==> src/inc/lvm_pkg.sv <==
// Purpose: constants and types for the supply monitor control block
// Assumes: classic wishbone slave, 32-bit data, word-aligned registers
// Notes: all offsets are byte addresses
// Operation
// - monitor idle after reset; supervises only once power-disable is cleared
// - active monitor with reset-disable clear requests reset on low supply
// - stop-enable keeps monitor running in stop; may wake by reset or irq
// - two-bit trip select picks 5 V or 3.3 V threshold
// - low output sets below falling level, clears above rising, else holds
// - irq flag sets on every change of low output bit
// - irq request while flag and enable both set
// - writing 1 to ack clears flag; 0 no effect; ack reads 0
// - reset clears irq enable and irq flag
// - triggered reset held until supply rises above rising level
// - reset has priority over irq; irq enable cleared on reset
// - monitor reset also drives external reset pin low while held
// - when enabled monitor stays active in wait and can wake device
package lvm_pkg;
  localparam logic [3:0] LVM_STATUS_OFS = 4'h0;
  localparam logic [3:0] LVM_CONFIG_OFS = 4'h4;
  localparam logic [3:0] LVM_IRQ_CLR_OFS = 4'h8;
  localparam logic [3:0] LVM_IRQ_EN_OFS = 4'hC;
  // status / control register bit positions
  localparam int LVM_ST_OUT_BIT = 4;
  localparam int LVM_ST_IE_BIT = 3;
  localparam int LVM_ST_IF_BIT = 2;
  localparam int LVM_ST_ACK_BIT = 1;
  // config register bit positions
  localparam int LVM_CF_PWRD_BIT = 0;
  localparam int LVM_CF_RSTD_BIT = 1;
  localparam int LVM_CF_STOP_BIT = 2;
  localparam int LVM_CF_SEL_LSB = 4;
  // event bits: 0 = low output toggled, 1 = monitor reset started
  localparam int LVM_EV_W = 2;
  localparam logic LVM_PWRD_RST = 1'b1;
  localparam logic LVM_RSTD_RST = 1'b1;
  localparam logic LVM_STOP_RST = 1'b0;
  localparam logic [1:0] LVM_SEL_RST = 2'h0;

  typedef enum logic [1:0] {LVM_RUN, LVM_HOLD} lvm_rst_e;

  typedef struct packed {
    logic pwr_disable;
    logic rst_disable;
    logic stop_enable;
    logic [1:0] trip_sel;
  } lvm_cfg_s;

  typedef struct packed {
    lvm_cfg_s cfg;
    logic cmp_f_s1;
    logic cmp_f_s2;
    logic cmp_r_s1;
    logic cmp_r_s2;
    logic low_out;
    logic irq_en;
    logic irq_flag;
    lvm_rst_e rst_state;
    logic [LVM_EV_W-1:0] ev_status;
    logic [LVM_EV_W-1:0] ev_enable;
    logic ev_irq;
    logic sup_irq;
    logic rst_req;
    logic rst_pin_oe;
    logic [1:0] trip_sel_out;
    logic cmp_enable;
    logic ack;
    logic [31:0] dat;
  } lvm_state_s;
endpackage

==> src/rtl/lvm_ctrl.sv <==
// Purpose: digital control around the supply comparator
// Assumes: comparator outputs are asynchronous, one clock domain
// Notes: reset pin is open drain; oe high pulls it low
//
// The address map and the Wishbone register port were chosen for this implementation.
`timescale 1ns/1ns
module lvm_ctrl
  import lvm_pkg::*;
(
  // clock, reset, enable
  input wire logic clk_i,
  input wire logic rst_i,
  input wire logic ce_i,
  // wishbone slave
  input wire logic cyc_i,
  input wire logic stb_i,
  input wire logic we_i,
  input wire logic [3:0] adr_i,
  input wire logic [3:0] sel_i,
  input wire logic [31:0] dat_i,
  output logic [31:0] dat_o,
  output logic ack_o,
  // comparator and power modes
  input wire logic below_falling_i,
  input wire logic above_rising_i,
  input wire logic stop_mode_i,
  output logic cmp_enable_o,
  output logic [1:0] trip_level_select_o,
  // reset and interrupts
  output logic sys_reset_req_o,
  output logic rst_pin_o,
  output logic rst_pin_oe_o,
  output logic supply_irq_o,
  output logic event_irq_o
);
  lvm_state_s s_reg;
  lvm_state_s s_next;

  function automatic logic [31:0] rd_mux(input lvm_state_s s, input logic [3:0] a);
    logic [31:0] d;
    d = 32'h0;
    case (a)
      LVM_STATUS_OFS: begin
        d[LVM_ST_OUT_BIT] = s.low_out;
        d[LVM_ST_IE_BIT] = s.irq_en;
        d[LVM_ST_IF_BIT] = s.irq_flag;
        d[LVM_ST_ACK_BIT] = 1'b0;
        d[8 +: LVM_EV_W] = s.ev_status;
      end
      LVM_CONFIG_OFS: begin
        d[LVM_CF_PWRD_BIT] = s.cfg.pwr_disable;
        d[LVM_CF_RSTD_BIT] = s.cfg.rst_disable;
        d[LVM_CF_STOP_BIT] = s.cfg.stop_enable;
        d[LVM_CF_SEL_LSB +: 2] = s.cfg.trip_sel;
      end
      LVM_IRQ_EN_OFS: d[LVM_EV_W-1:0] = s.ev_enable;
      default: d = 32'h0;
    endcase
    return d;
  endfunction

  logic active;
  logic wr;
  logic fall_s;
  logic rise_s;
  logic [LVM_EV_W-1:0] ev;

  always_comb begin
    s_next = s_reg;
    // stop mode halts the monitor unless stop-enable is set
    active = !s_reg.cfg.pwr_disable && (!stop_mode_i || s_reg.cfg.stop_enable);
    wr = cyc_i && stb_i && we_i && !s_reg.ack;
    fall_s = s_reg.cmp_f_s2;
    rise_s = s_reg.cmp_r_s2;
    ev = '0;
    // only the second flop is read downstream
    s_next.cmp_f_s1 = below_falling_i;
    s_next.cmp_f_s2 = s_reg.cmp_f_s1;
    s_next.cmp_r_s1 = above_rising_i;
    s_next.cmp_r_s2 = s_reg.cmp_r_s1;
    s_next.cmp_enable = active;
    s_next.trip_sel_out = s_reg.cfg.trip_sel;
    // bus: one-cycle ack, dropped the cycle after
    s_next.ack = cyc_i && stb_i && !s_reg.ack;
    s_next.dat = (cyc_i && stb_i && !we_i && !s_reg.ack) ? rd_mux(s_reg, adr_i) : 32'h0;
    if (wr && sel_i[0]) begin
      case (adr_i)
        LVM_STATUS_OFS: begin
          s_next.irq_en = dat_i[LVM_ST_IE_BIT];
          if (dat_i[LVM_ST_ACK_BIT]) begin
            s_next.irq_flag = 1'b0;
          end
        end
        LVM_CONFIG_OFS: begin
          s_next.cfg.pwr_disable = dat_i[LVM_CF_PWRD_BIT];
          s_next.cfg.rst_disable = dat_i[LVM_CF_RSTD_BIT];
          s_next.cfg.stop_enable = dat_i[LVM_CF_STOP_BIT];
          s_next.cfg.trip_sel = dat_i[LVM_CF_SEL_LSB +: 2];
        end
        LVM_IRQ_CLR_OFS: s_next.ev_status = s_reg.ev_status & ~dat_i[LVM_EV_W-1:0];
        LVM_IRQ_EN_OFS: s_next.ev_enable = dat_i[LVM_EV_W-1:0];
        default: ;
      endcase
    end
    // hysteresis: between levels the bit holds
    if (active) begin
      if (fall_s) begin
        s_next.low_out = 1'b1;
      end else if (rise_s) begin
        s_next.low_out = 1'b0;
      end
    end
    if (s_next.low_out != s_reg.low_out) begin
      ev[0] = 1'b1;
      s_next.irq_flag = 1'b1; // set wins over ack
    end
    case (s_reg.rst_state)
      LVM_RUN: begin
        if (active && !s_reg.cfg.rst_disable && fall_s) begin
          s_next.rst_state = LVM_HOLD;
          s_next.irq_en = 1'b0;
          ev[1] = 1'b1;
        end
      end
      LVM_HOLD: begin
        if (rise_s) begin
          s_next.rst_state = LVM_RUN;
        end
      end
      default: s_next.rst_state = LVM_RUN;
    endcase
    // reset outranks irq: no request while reset is held
    s_next.sup_irq = s_next.irq_flag && s_next.irq_en && (s_next.rst_state == LVM_RUN);
    s_next.rst_req = (s_next.rst_state == LVM_HOLD);
    s_next.rst_pin_oe = (s_next.rst_state == LVM_HOLD);
    s_next.ev_status = s_next.ev_status | ev;
    s_next.ev_irq = |(s_next.ev_status & s_next.ev_enable);
  end

  always_ff @(posedge clk_i) begin
    if (rst_i) begin
      s_reg <= '0;
      s_reg.cfg.pwr_disable <= LVM_PWRD_RST;
      s_reg.cfg.rst_disable <= LVM_RSTD_RST;
      s_reg.cfg.stop_enable <= LVM_STOP_RST;
      s_reg.cfg.trip_sel <= LVM_SEL_RST;
      s_reg.rst_state <= LVM_RUN;
    end else if (ce_i) begin
      s_reg <= s_next;
    end
  end

  assign dat_o = s_reg.dat;
  assign ack_o = s_reg.ack;
  assign cmp_enable_o = s_reg.cmp_enable;
  assign trip_level_select_o = s_reg.trip_sel_out;
  assign sys_reset_req_o = s_reg.rst_req;
  assign rst_pin_o = 1'b0;
  assign rst_pin_oe_o = s_reg.rst_pin_oe;
  assign supply_irq_o = s_reg.sup_irq;
  assign event_irq_o = s_reg.ev_irq;
endmodule

==> config.mk <==
export PLATFORM = sky130hd
export DESIGN_NAME = lvm_ctrl
export DESIGN_NICKNAME = d
export VERILOG_FILES = /design/src/inc/lvm_pkg.sv /design/src/rtl/lvm_ctrl.sv
export SDC_FILE = /design/constraint.sdc
export NUM_CORES = 1
export LEC_CHECK = 0
export ABC_AREA = 1
export BUFFER_PORTS_ARGS = -buffer_cell sky130_fd_sc_hd__buf_2
export CORE_UTILIZATION = 45
export DETAILED_ROUTE_END_ITERATION = 10
export PLACE_DENSITY = 0.84
export SYNTH_ARGS = -nofsm -noshare
export SYNTH_HDL_FRONTEND = slang
export SYNTH_SLANG_ARGS = --single-unit
==> constraint.sdc <==
create_clock -name clk_i -period 1.45 [get_ports clk_i]
set_input_delay 0.145 -clock clk_i [delete_from_list [all_inputs] [get_ports clk_i]]
set_output_delay 0.145 -clock clk_i [all_outputs]
set_load 0.01 [all_outputs]
# == Word level (Yosys, flattened, before mapping) ==
# Cells that the tools add are included.
# op_classes
n_eq_ne,6
mux,26
n_bitwise,4
n_reduce_logical,23
# op_table
operator,n
2-bit two-way mux,7
1-bit logical AND,12
1-bit two-way mux,12
10-bit two-way mux,1
4-bit equality test (second input constant),2
1-bit one-hot mux with 2 select lines,4
1-bit logical NOT,5
2-bit bitwise AND,2
2-bit by 1-bit equality test with 1-bit output (second input constant),2
4-bit by 3-bit equality test with 1-bit output (second input constant),1
2-bit logical NOT,2
4-bit logical NOT,1
4-bit two-way mux,1
2-bit one-hot mux with 2 select lines,1
3-bit AND reduction,1
2-bit inverter,1
2-bit OR,1
2-bit OR reduction,1
1-bit logical OR,1
1-bit != test,1
# word_totals
regBits,57
inputBits,49
output_inout_bits,41
word_cells,80

# == Logic depth before layout (Yosys ltp) ==
# Gate-level depths: netlist (run 1).
# depth
word_depth,10
ltp_mapped,9
mapped_depth_nobuf,9

# == Worst setup path before layout (run 1) ==
# Ideal clock, no wire load.
# synth_path
path_kind,flip-flop to flip-flop
startpoint,"reg s_reg, in the netlist ack_o"
endpoint,reg s_reg[40] (netlist name)
setup_time_ns,0.113
arrival_ns,1.017
t_required_ns,1.337
setup_slack_ns,0.320
stages_incl_launch_ff,9
n_path_buf,0
synth_period_minus_slack_ns,1.130
path_cell_list,dfxtp_1 inv_1 nand3_1 nor2_4 nand2_1 nand2_1 nand2_1 o21ai_1 inv_1
# synth_between
elab_chain_cells,4
# synth_lines
element,line,source
"start, declared",lvm_ctrl.sv:36,lvm_state_s s_reg;
"start signal, assigned",lvm_ctrl.sv:149,s_reg <= s_next;
1-bit logical NOT,lvm_ctrl.sv:72,wr = cyc_i && stb_i && we_i && !s_reg.ack;
1-bit logical AND,lvm_ctrl.sv:72,
1-bit logical AND,lvm_ctrl.sv:86,if (wr && sel_i[0]) begin
4-bit two-way mux,lvm_ctrl.sv:86,
# Every way passes these cells.
# A chain may end at the register's enable or synchronous reset.

# == Worst setup path in the final report (run 1) ==
# Ends and elaborated chain as after synthesis.

==> qor.txt, run 1 <==
WORST SETUP PATH
-------------------------------------------------------------------------------------------------
Critical path launch point type                                                          register
Critical path's slowest cell                                                              dfxtp_1
Crit path arrival time                                                                    1.43 ns
CP required                                                                               1.63 ns
Count of cells along the worst register-to-register path                                        8
Crit Reg-Reg Startpoint                                                                     ack_o
Type of element capturing the critical path                                              register
Kind of critical path                                                                  reg -> reg
Crit Reg-Reg Endpoint                                                                   s_reg[40]
Setup slack of the most critical reg-to-reg path                                          0.20 ns
Most frequent cell on the critical path                                                   nand2_1
Largest driver fanout on the critical path                                                      7
Number of buffers and inverters on the critical path                                            2
Largest delay share family, worst path                                               simple AND/OR/NAND/NOR gates
Worst path cell trace                                                                inv_1 > nand3_1 > nor2_4 > nand2_1 > nand2_1 > nand2_1 > o21ai_1 > inv_1
Largest stage delay on the critical path                                                  0.32 ns

MIN PATH
-------------------------------------------------------------------------------------------------
Endpoint, Worst Hold                                                                   s_next[51]
Instance count along the most critical hold path                                                3
HP Start                                                                             below_falling_i
Hold crit path type                                                                     in -> reg

STA
-------------------------------------------------------------------------------------------------
Max Clk Rate                                                                              800 MHz
Final Max Tran Viols                                                                            0
Setup TNS after final layout                                                                 0 ns
Minimum hold slack                                                                      0.0821 ns
Final hold viol count                                                                           0
RSZ-0062 raised after global routing                                                        false
Fin worst setup slack                                                                    0.200 ns
Clock skew                                                                             0.00445 ns
Final period utilization                                                                    86.2%
Time the worst path needs with I/O delays and setup                                       1.25 ns
Final number of setup-violating endpoints                                                       0

FLOORPLANNING
-------------------------------------------------------------------------------------------------
Die extent in y                                                                           64.0 um
Total die area                                                                         4090 sq um
Core area                                                                              3660 sq um
Chip width                                                                                64.0 um
I/O Pins                                                                                       90
Starting density of the core                                                                47.2%
Number of placement rows                                                                       22

SYNTH
-------------------------------------------------------------------------------------------------
Number of distinct library cell variants in the gate-level netlist after synthesis             24
Number of warnings issued by yosys                                                              0
Register area share after synthesis                                                         38.2%
Post-Syn Area per Cell                                                                 7.14 sq um
Synth Instances                                                                               242
Synthesized flop and latch total                                                               33
Cell Area, Synth                                                                       1730 sq um

PLACE
-------------------------------------------------------------------------------------------------
Post-Place Worst Slack                                                                   0.173 ns
Placed instance area                                                                   1770 sq um
Final GP Congestion                                                                         0.839
I/O Buffers                                                                                    35
Inst Count DP                                                                                 309
Final HPWL from detailed placement                                                        2530 um

POWER AND IR DROP
-------------------------------------------------------------------------------------------------
Lkg Pwr                                                                                  0.933 nW
Pwr dens                                                                              967 nW/um^2
Maximum vdd ir drop                                                                    0.000579 V
Total design power                                                                        1.79 mW

ROUTE
-------------------------------------------------------------------------------------------------
Count of nets left with antenna violations after detail routing                                 0
Remaining DRCs                                                                                  0
DRT iter0 DRCs                                                                                 66
First-pass iteration count of the detailed router                                               4
Routed WL                                                                                 3400 um
Number of vias in the routed layout                                                          1463
Via density per instance                                                                     4.62
Detail-routed net length per standard cell                                                10.7 um

CLOCK TREE
-------------------------------------------------------------------------------------------------
Cell chosen for the clock root                                                           clkbuf_8
Hold-fix buffers, CTS                                                                           0
Post-CTS setup buffers                                                                          0
Clock tree from TritonCTS                                                                   built
Num CTS Buffers                                                                                 5
Clock latency on the worst-skew pair                                                      0.28 ns
Clock edge transition at the registers on the reported setup and hold paths               0.07 ns
Gates resized, CTS repair                                                                       0
Bufs on Longest Clock Path                                                                      2
Number of sinks handled by clock tree synthesis                                                33
Clock H-tree levels                                                                             2

FINAL LAYOUT
-------------------------------------------------------------------------------------------------
Fillers                                                                                       380
N_diodes                                                                                        0
Final core utilization                                                                      50.5%
Area overhead of the layout relative to synthesis                                           7.02%
Non-filler cells in the finished layout                                                       317
Final net count                                                                               317
Area of all placed cells without fillers                                               1850 sq um
Layout cell share with drive strength beyond 1                                              19.3%
Flip-flop count of the largest register, all copies and words added                            12

JOB
-------------------------------------------------------------------------------------------------
# Max-Cap Violations                                                                            0

GLOBAL ROUTING
-------------------------------------------------------------------------------------------------
Wire length of the first global-routing pass                                              5740 um
GR Overflow Total                                                                               0
Vias in the first global route                                                               1286
Maximum number of pins on one net before global-route repair                                   22
Antenna violations before repair                                                                0
Global-route usage over all layers                                                          18.3%

OUTCOME
-------------------------------------------------------------------------------------------------
Status                                                                               finished clean

## cell families after synthesis
logic type | Yosys count | share of synthesized area [%]
AOI/OAI and AO/OA | 46 | 14.2
DFF | 33 | 38.2
and+or+nand+nor | 95 | 24.5
other | 1 | 0.217
buffers and inverters | 67 | 22.9
## worst max-delay path by stage
stage             start  cells past startpoint         end
2_1_floorplan     ack_o                      8   s_reg[40]
3_3_place_gp   adr_i[1]                      6  s_next[35]
3_5_place_dp   adr_i[1]                      6   s_reg[55]
4_1_cts           ack_o                      8   s_reg[40]
5_1_grt           ack_o                      5    dat_o[5]
6_report          ack_o                      8   s_reg[40]
## layout by cell type, fill, tap and decap left out
cell type  instances
nor2_1            23
o21ai_1            1
nand2_1           46
nor2_4             2
inv_1             24
o211a_1            1
a22oi_1            1
nand3b_4           1
dfxtp_1           33
buf_2             35
o21ai_0           22
o31ai_1            1
nor2_2             2
nor3_1             1
a21oi_1           17
buf_4              2
clkbuf_8           5
clkbuf_1           1
inv_2              1
nand2b_1           1
clkinv_2           2
o21bai_1           1
o22ai_1            2
nand2_2            2
conb_1            25
nand3_1           17
## routing by layer
metal | up-vias | global-route usage (%) | share of wire, %
li1 | 760 | - | -
met1 | 640 | 22.0 | 42
met2 | 59 | 30.1 | 49
met3 | 4 | 5.71 | 8.1
met4 | 0 | 7.67 | 0.91
met5 | - | 0 | 0
## power by group
group	total (mW)	leakage [nW]	switching, mW	internal, mW
registers	0.945	0.269	0.0145	0.930
logic	0.189	0.619	0.129	0.0594
clock network	0.654	0.0450	0.322	0.332
## cells in the mapped netlist
library cell | number | share of area (%)
o22ai_1 | 2 | 0.72
nor2_4 | 2 | 1.3
o21bai_1 | 1 | 0.43
clkbuf_1 | 1 | 0.22
o21ai_1 | 1 | 0.29
a21oi_1 | 17 | 4.9
buf_4 | 37 | 16
nand2b_1 | 1 | 0.36
nor2_2 | 2 | 0.72
o31ai_1 | 1 | 0.43
o211a_1 | 1 | 0.58
conb_1 | 1 | 0.22
nand3_1 | 17 | 4.9
buf_2 | 4 | 1.2
inv_1 | 24 | 5.2
nand2_2 | 2 | 0.72
o21ai_0 | 22 | 6.4
a22oi_1 | 1 | 0.43
inv_2 | 1 | 0.22
nor3_1 | 1 | 0.29
dfxtp_1 | 33 | 38
nor2_1 | 23 | 5.0
nand3b_4 | 1 | 1.2
nand2_1 | 46 | 10
## cell type report
cell class	count	area, sq um	area share (%)
well taps	48	60.1	3.25
clock buffers	6	72.6	3.92
repair buffers	37	190	10.3
inverters	25	93.8	5.07
clock inverters	2	10.0	0.541
multi-input cells	166	762	41.2
flip-flops and latches	33	661	35.7
## tightest hold or removal path: cells and delay by family
| family | cells | cell delay [ns] |
|---|---|---|
| buf+inv | 1 | 0.07 |
| simple gates | 2 | 0.11 |
Power figures use the tool's default switching activity.
==> inputs of run 2 (changes only) <==
Settings changed: RECOVER_POWER set to 25, SLEW_MARGIN set to 20.
==> qor.txt, run 2 (synthesized netlist as in run 1, its figures left out) <==
OUTCOME
------------------------------------------------------------------------------------------
Status                                                                        finished clean

ROUTE
------------------------------------------------------------------------------------------
Via density per instance                                                              4.67   +1.1%
Detail-routed net length per standard cell                                         10.7 um   unchanged
Remaining DRCs                                                                           0   unchanged
Count of nets left with antenna violations after detail routing                          0   unchanged
First-pass iteration count of the detailed router                                        4   unchanged
Routed WL                                                                          3400 um   unchanged
Top metal layer carrying routed signals                                               met4
DR WL met3                                                                          295 um   +7.7%
Amount of wire on met2 after detailed routing                                      1650 um   about the same
Wire length on met1                                                                1420 um   -1.5%
DRT iter0 DRCs                                                                          66   unchanged
Number of vias in the routed layout                                                   1479   +1.1%

FLOORPLANNING
------------------------------------------------------------------------------------------
Chip width                                                                         64.0 um   unchanged
Starting density of the core                                                         47.2%   unchanged
I/O Pins                                                                                90   unchanged
Total die area                                                                  4090 sq um   unchanged
Number of placement rows                                                                22   unchanged
Die extent in y                                                                    64.0 um   unchanged
Core area                                                                       3660 sq um   unchanged

MIN PATH
------------------------------------------------------------------------------------------
Hold crit path type                                                              in -> reg

STA
------------------------------------------------------------------------------------------
Final Max Tran Viols                                                                     0   unchanged
Final hold viol count                                                                    0   unchanged
RSZ-0062 raised after global routing                                                 false
Final period utilization                                                             86.0%   -0.26 points
Time the worst path needs with I/O delays and setup                                1.25 ns   -0.00376 ns
Clock skew                                                                      0.00449 ns   +0.0000455 ns
Final number of setup-violating endpoints                                                0   unchanged
Least-Margin Pin Slew                                                             0.544 ns
Relative slew slack                                                                  63.7%
Max Clk Rate                                                                       802 MHz   +0.30%
Fin worst setup slack                                                             0.203 ns   +0.00376 ns
Setup TNS after final layout                                                          0 ns   unchanged

POWER AND IR DROP
------------------------------------------------------------------------------------------
Maximum vdd ir drop                                                             0.000580 V   +0.17%
Lkg Pwr                                                                           0.909 nW   -2.5%
Pwr dens                                                                       971 nW/um^2   +0.45%

PLACE
------------------------------------------------------------------------------------------
Post-Place Worst Slack                                                            0.173 ns   unchanged
Final HPWL from detailed placement                                                 2530 um   unchanged
I/O Buffers                                                                             35   unchanged
Final GP Congestion                                                                  0.839   unchanged

CLOCK TREE
------------------------------------------------------------------------------------------
Gates resized, CTS repair                                                                0   unchanged
Num CTS Buffers                                                                          5   unchanged
Hold-fix buffers, CTS                                                                    0   unchanged
Clock tree from TritonCTS                                                            built
Clock latency on the worst-skew pair                                               0.28 ns   about the same
Cell chosen for the clock root                                                    clkbuf_8
Clock H-tree levels                                                                      2   unchanged
Clock edge transition at the registers on the reported setup and hold paths        0.07 ns   about the same
Post-CTS setup buffers                                                                   0   unchanged
Bufs on Longest Clock Path                                                               2   unchanged
Number of sinks handled by clock tree synthesis                                         33   unchanged

WORST SETUP PATH
------------------------------------------------------------------------------------------
Type of element capturing the critical path                                       register
Number of buffers and inverters on the critical path                                     2   unchanged
CP required                                                                        1.63 ns   about the same
Critical path launch point type                                                   register
Most frequent cell on the critical path                                            nand2_1
Largest driver fanout on the critical path                                               7   unchanged
Worst path cell trace                                                         inv_1 > nand3_1 > nor2_4 > nand2_1 > nand2_1 > nand2_1 > o21ai_1 > inv_1
Largest stage delay on the critical path                                           0.32 ns   about the same
Kind of critical path                                                           reg -> reg
Largest delay share family, worst path                                        simple AND/OR/NAND/NOR gates
Crit path arrival time                                                             1.42 ns   about the same
Critical path's slowest cell                                                       dfxtp_1

FINAL LAYOUT
------------------------------------------------------------------------------------------
Area overhead of the layout relative to synthesis                                    6.44%
Final net count                                                                        317   unchanged
Most frequent standard cell in the layout excluding fill and tap cells             nand2_1
Commonest cells after routing, fill and taps aside                            46 x nand2_1, 33 x dfxtp_1, 30 x buf_2, 25 x conb_1, 24 x inv_1
N_diodes                                                                                 0   unchanged
Layout cell share with drive strength beyond 1                                       17.1%   -2.2 points
Flip-flop count of the largest register, all copies and words added                     12   unchanged

GLOBAL ROUTING
------------------------------------------------------------------------------------------
Global-route usage over all layers                                                   18.3%   unchanged
Maximum number of pins on one net before global-route repair                            22   unchanged
Vias in the first global route                                                        1286   unchanged
Antenna violations before repair                                                         0   unchanged
GR Overflow Total                                                                        0   unchanged
Wire length of the first global-routing pass                                       5740 um   unchanged

JOB
------------------------------------------------------------------------------------------
# Max-Cap Violations                                                                     0   unchanged

run 2: worst reg2reg max path, stage by stage (launching register included):
cell     delay (ns)
dfxtp_1        0.32
inv_1          0.07
nand3_1        0.11
nor2_4         0.22
nand2_1        0.10
nand2_1        0.07
nand2_1        0.08
o21ai_1        0.12
inv_1          0.04
run 2: metal layers:
layer | vias up | track usage [%]
met1 | 649 | 22.0
met2 | 63 | 30.1
met4 | 0 | 7.67
li1 | 763 | -
met3 | 4 | 5.71
met5 | - | 0
run 2: final cells by class:
type                    count  area, sq um
fillers                   386         1820
multi-input cells         166          762
flip-flops and latches     33          661
repair buffers             37          180
inverters                  25         93.8
clock buffers               6         72.6
well taps                  48         60.1
clock inverters             2         10.0
run 2: path summary, 6_finish.rpt:
| kind | startpoint | endpoint | slack (ns) | cells past startpoint |
|---|---|---|---|---|
| max | ack_o | s_reg[40] | 0.20 | 8 |
| min | below_falling_i | s_next[51] | 0.08 | 3 |
| max reg2reg | ack_o | s_reg[40] | 0.20 | 8 |
| min reg2reg | dat_o[9] | dat_o[9] | 0.45 | 2 |
run 2: stage by stage:
step                      cells  instance area, sq um  power [mW]  hold slack [ns]  util, %
after detailed placement    309                  1770        1.15            0.372     48.3
after CTS                   317                  1850        1.81           0.0723     50.5
after global routing        317                  1840        1.89           0.0855     50.2
final                       317                  1840        1.79           0.0824     50.2
after global placement      309                  1770        1.15            0.365     48.3
after floorplan             266                  1820        1.14            0.271        -
run 2: power breakdown:
| group | switching (mW) | total [mW] | internal [mW] | leakage, nW |
|---|---|---|---|---|
| Clock | 0.322 | 0.654 | 0.332 | 0.0450 |
| Sequential | 0.0146 | 0.945 | 0.930 | 0.269 |
| Combinational | 0.129 | 0.187 | 0.0573 | 0.595 |
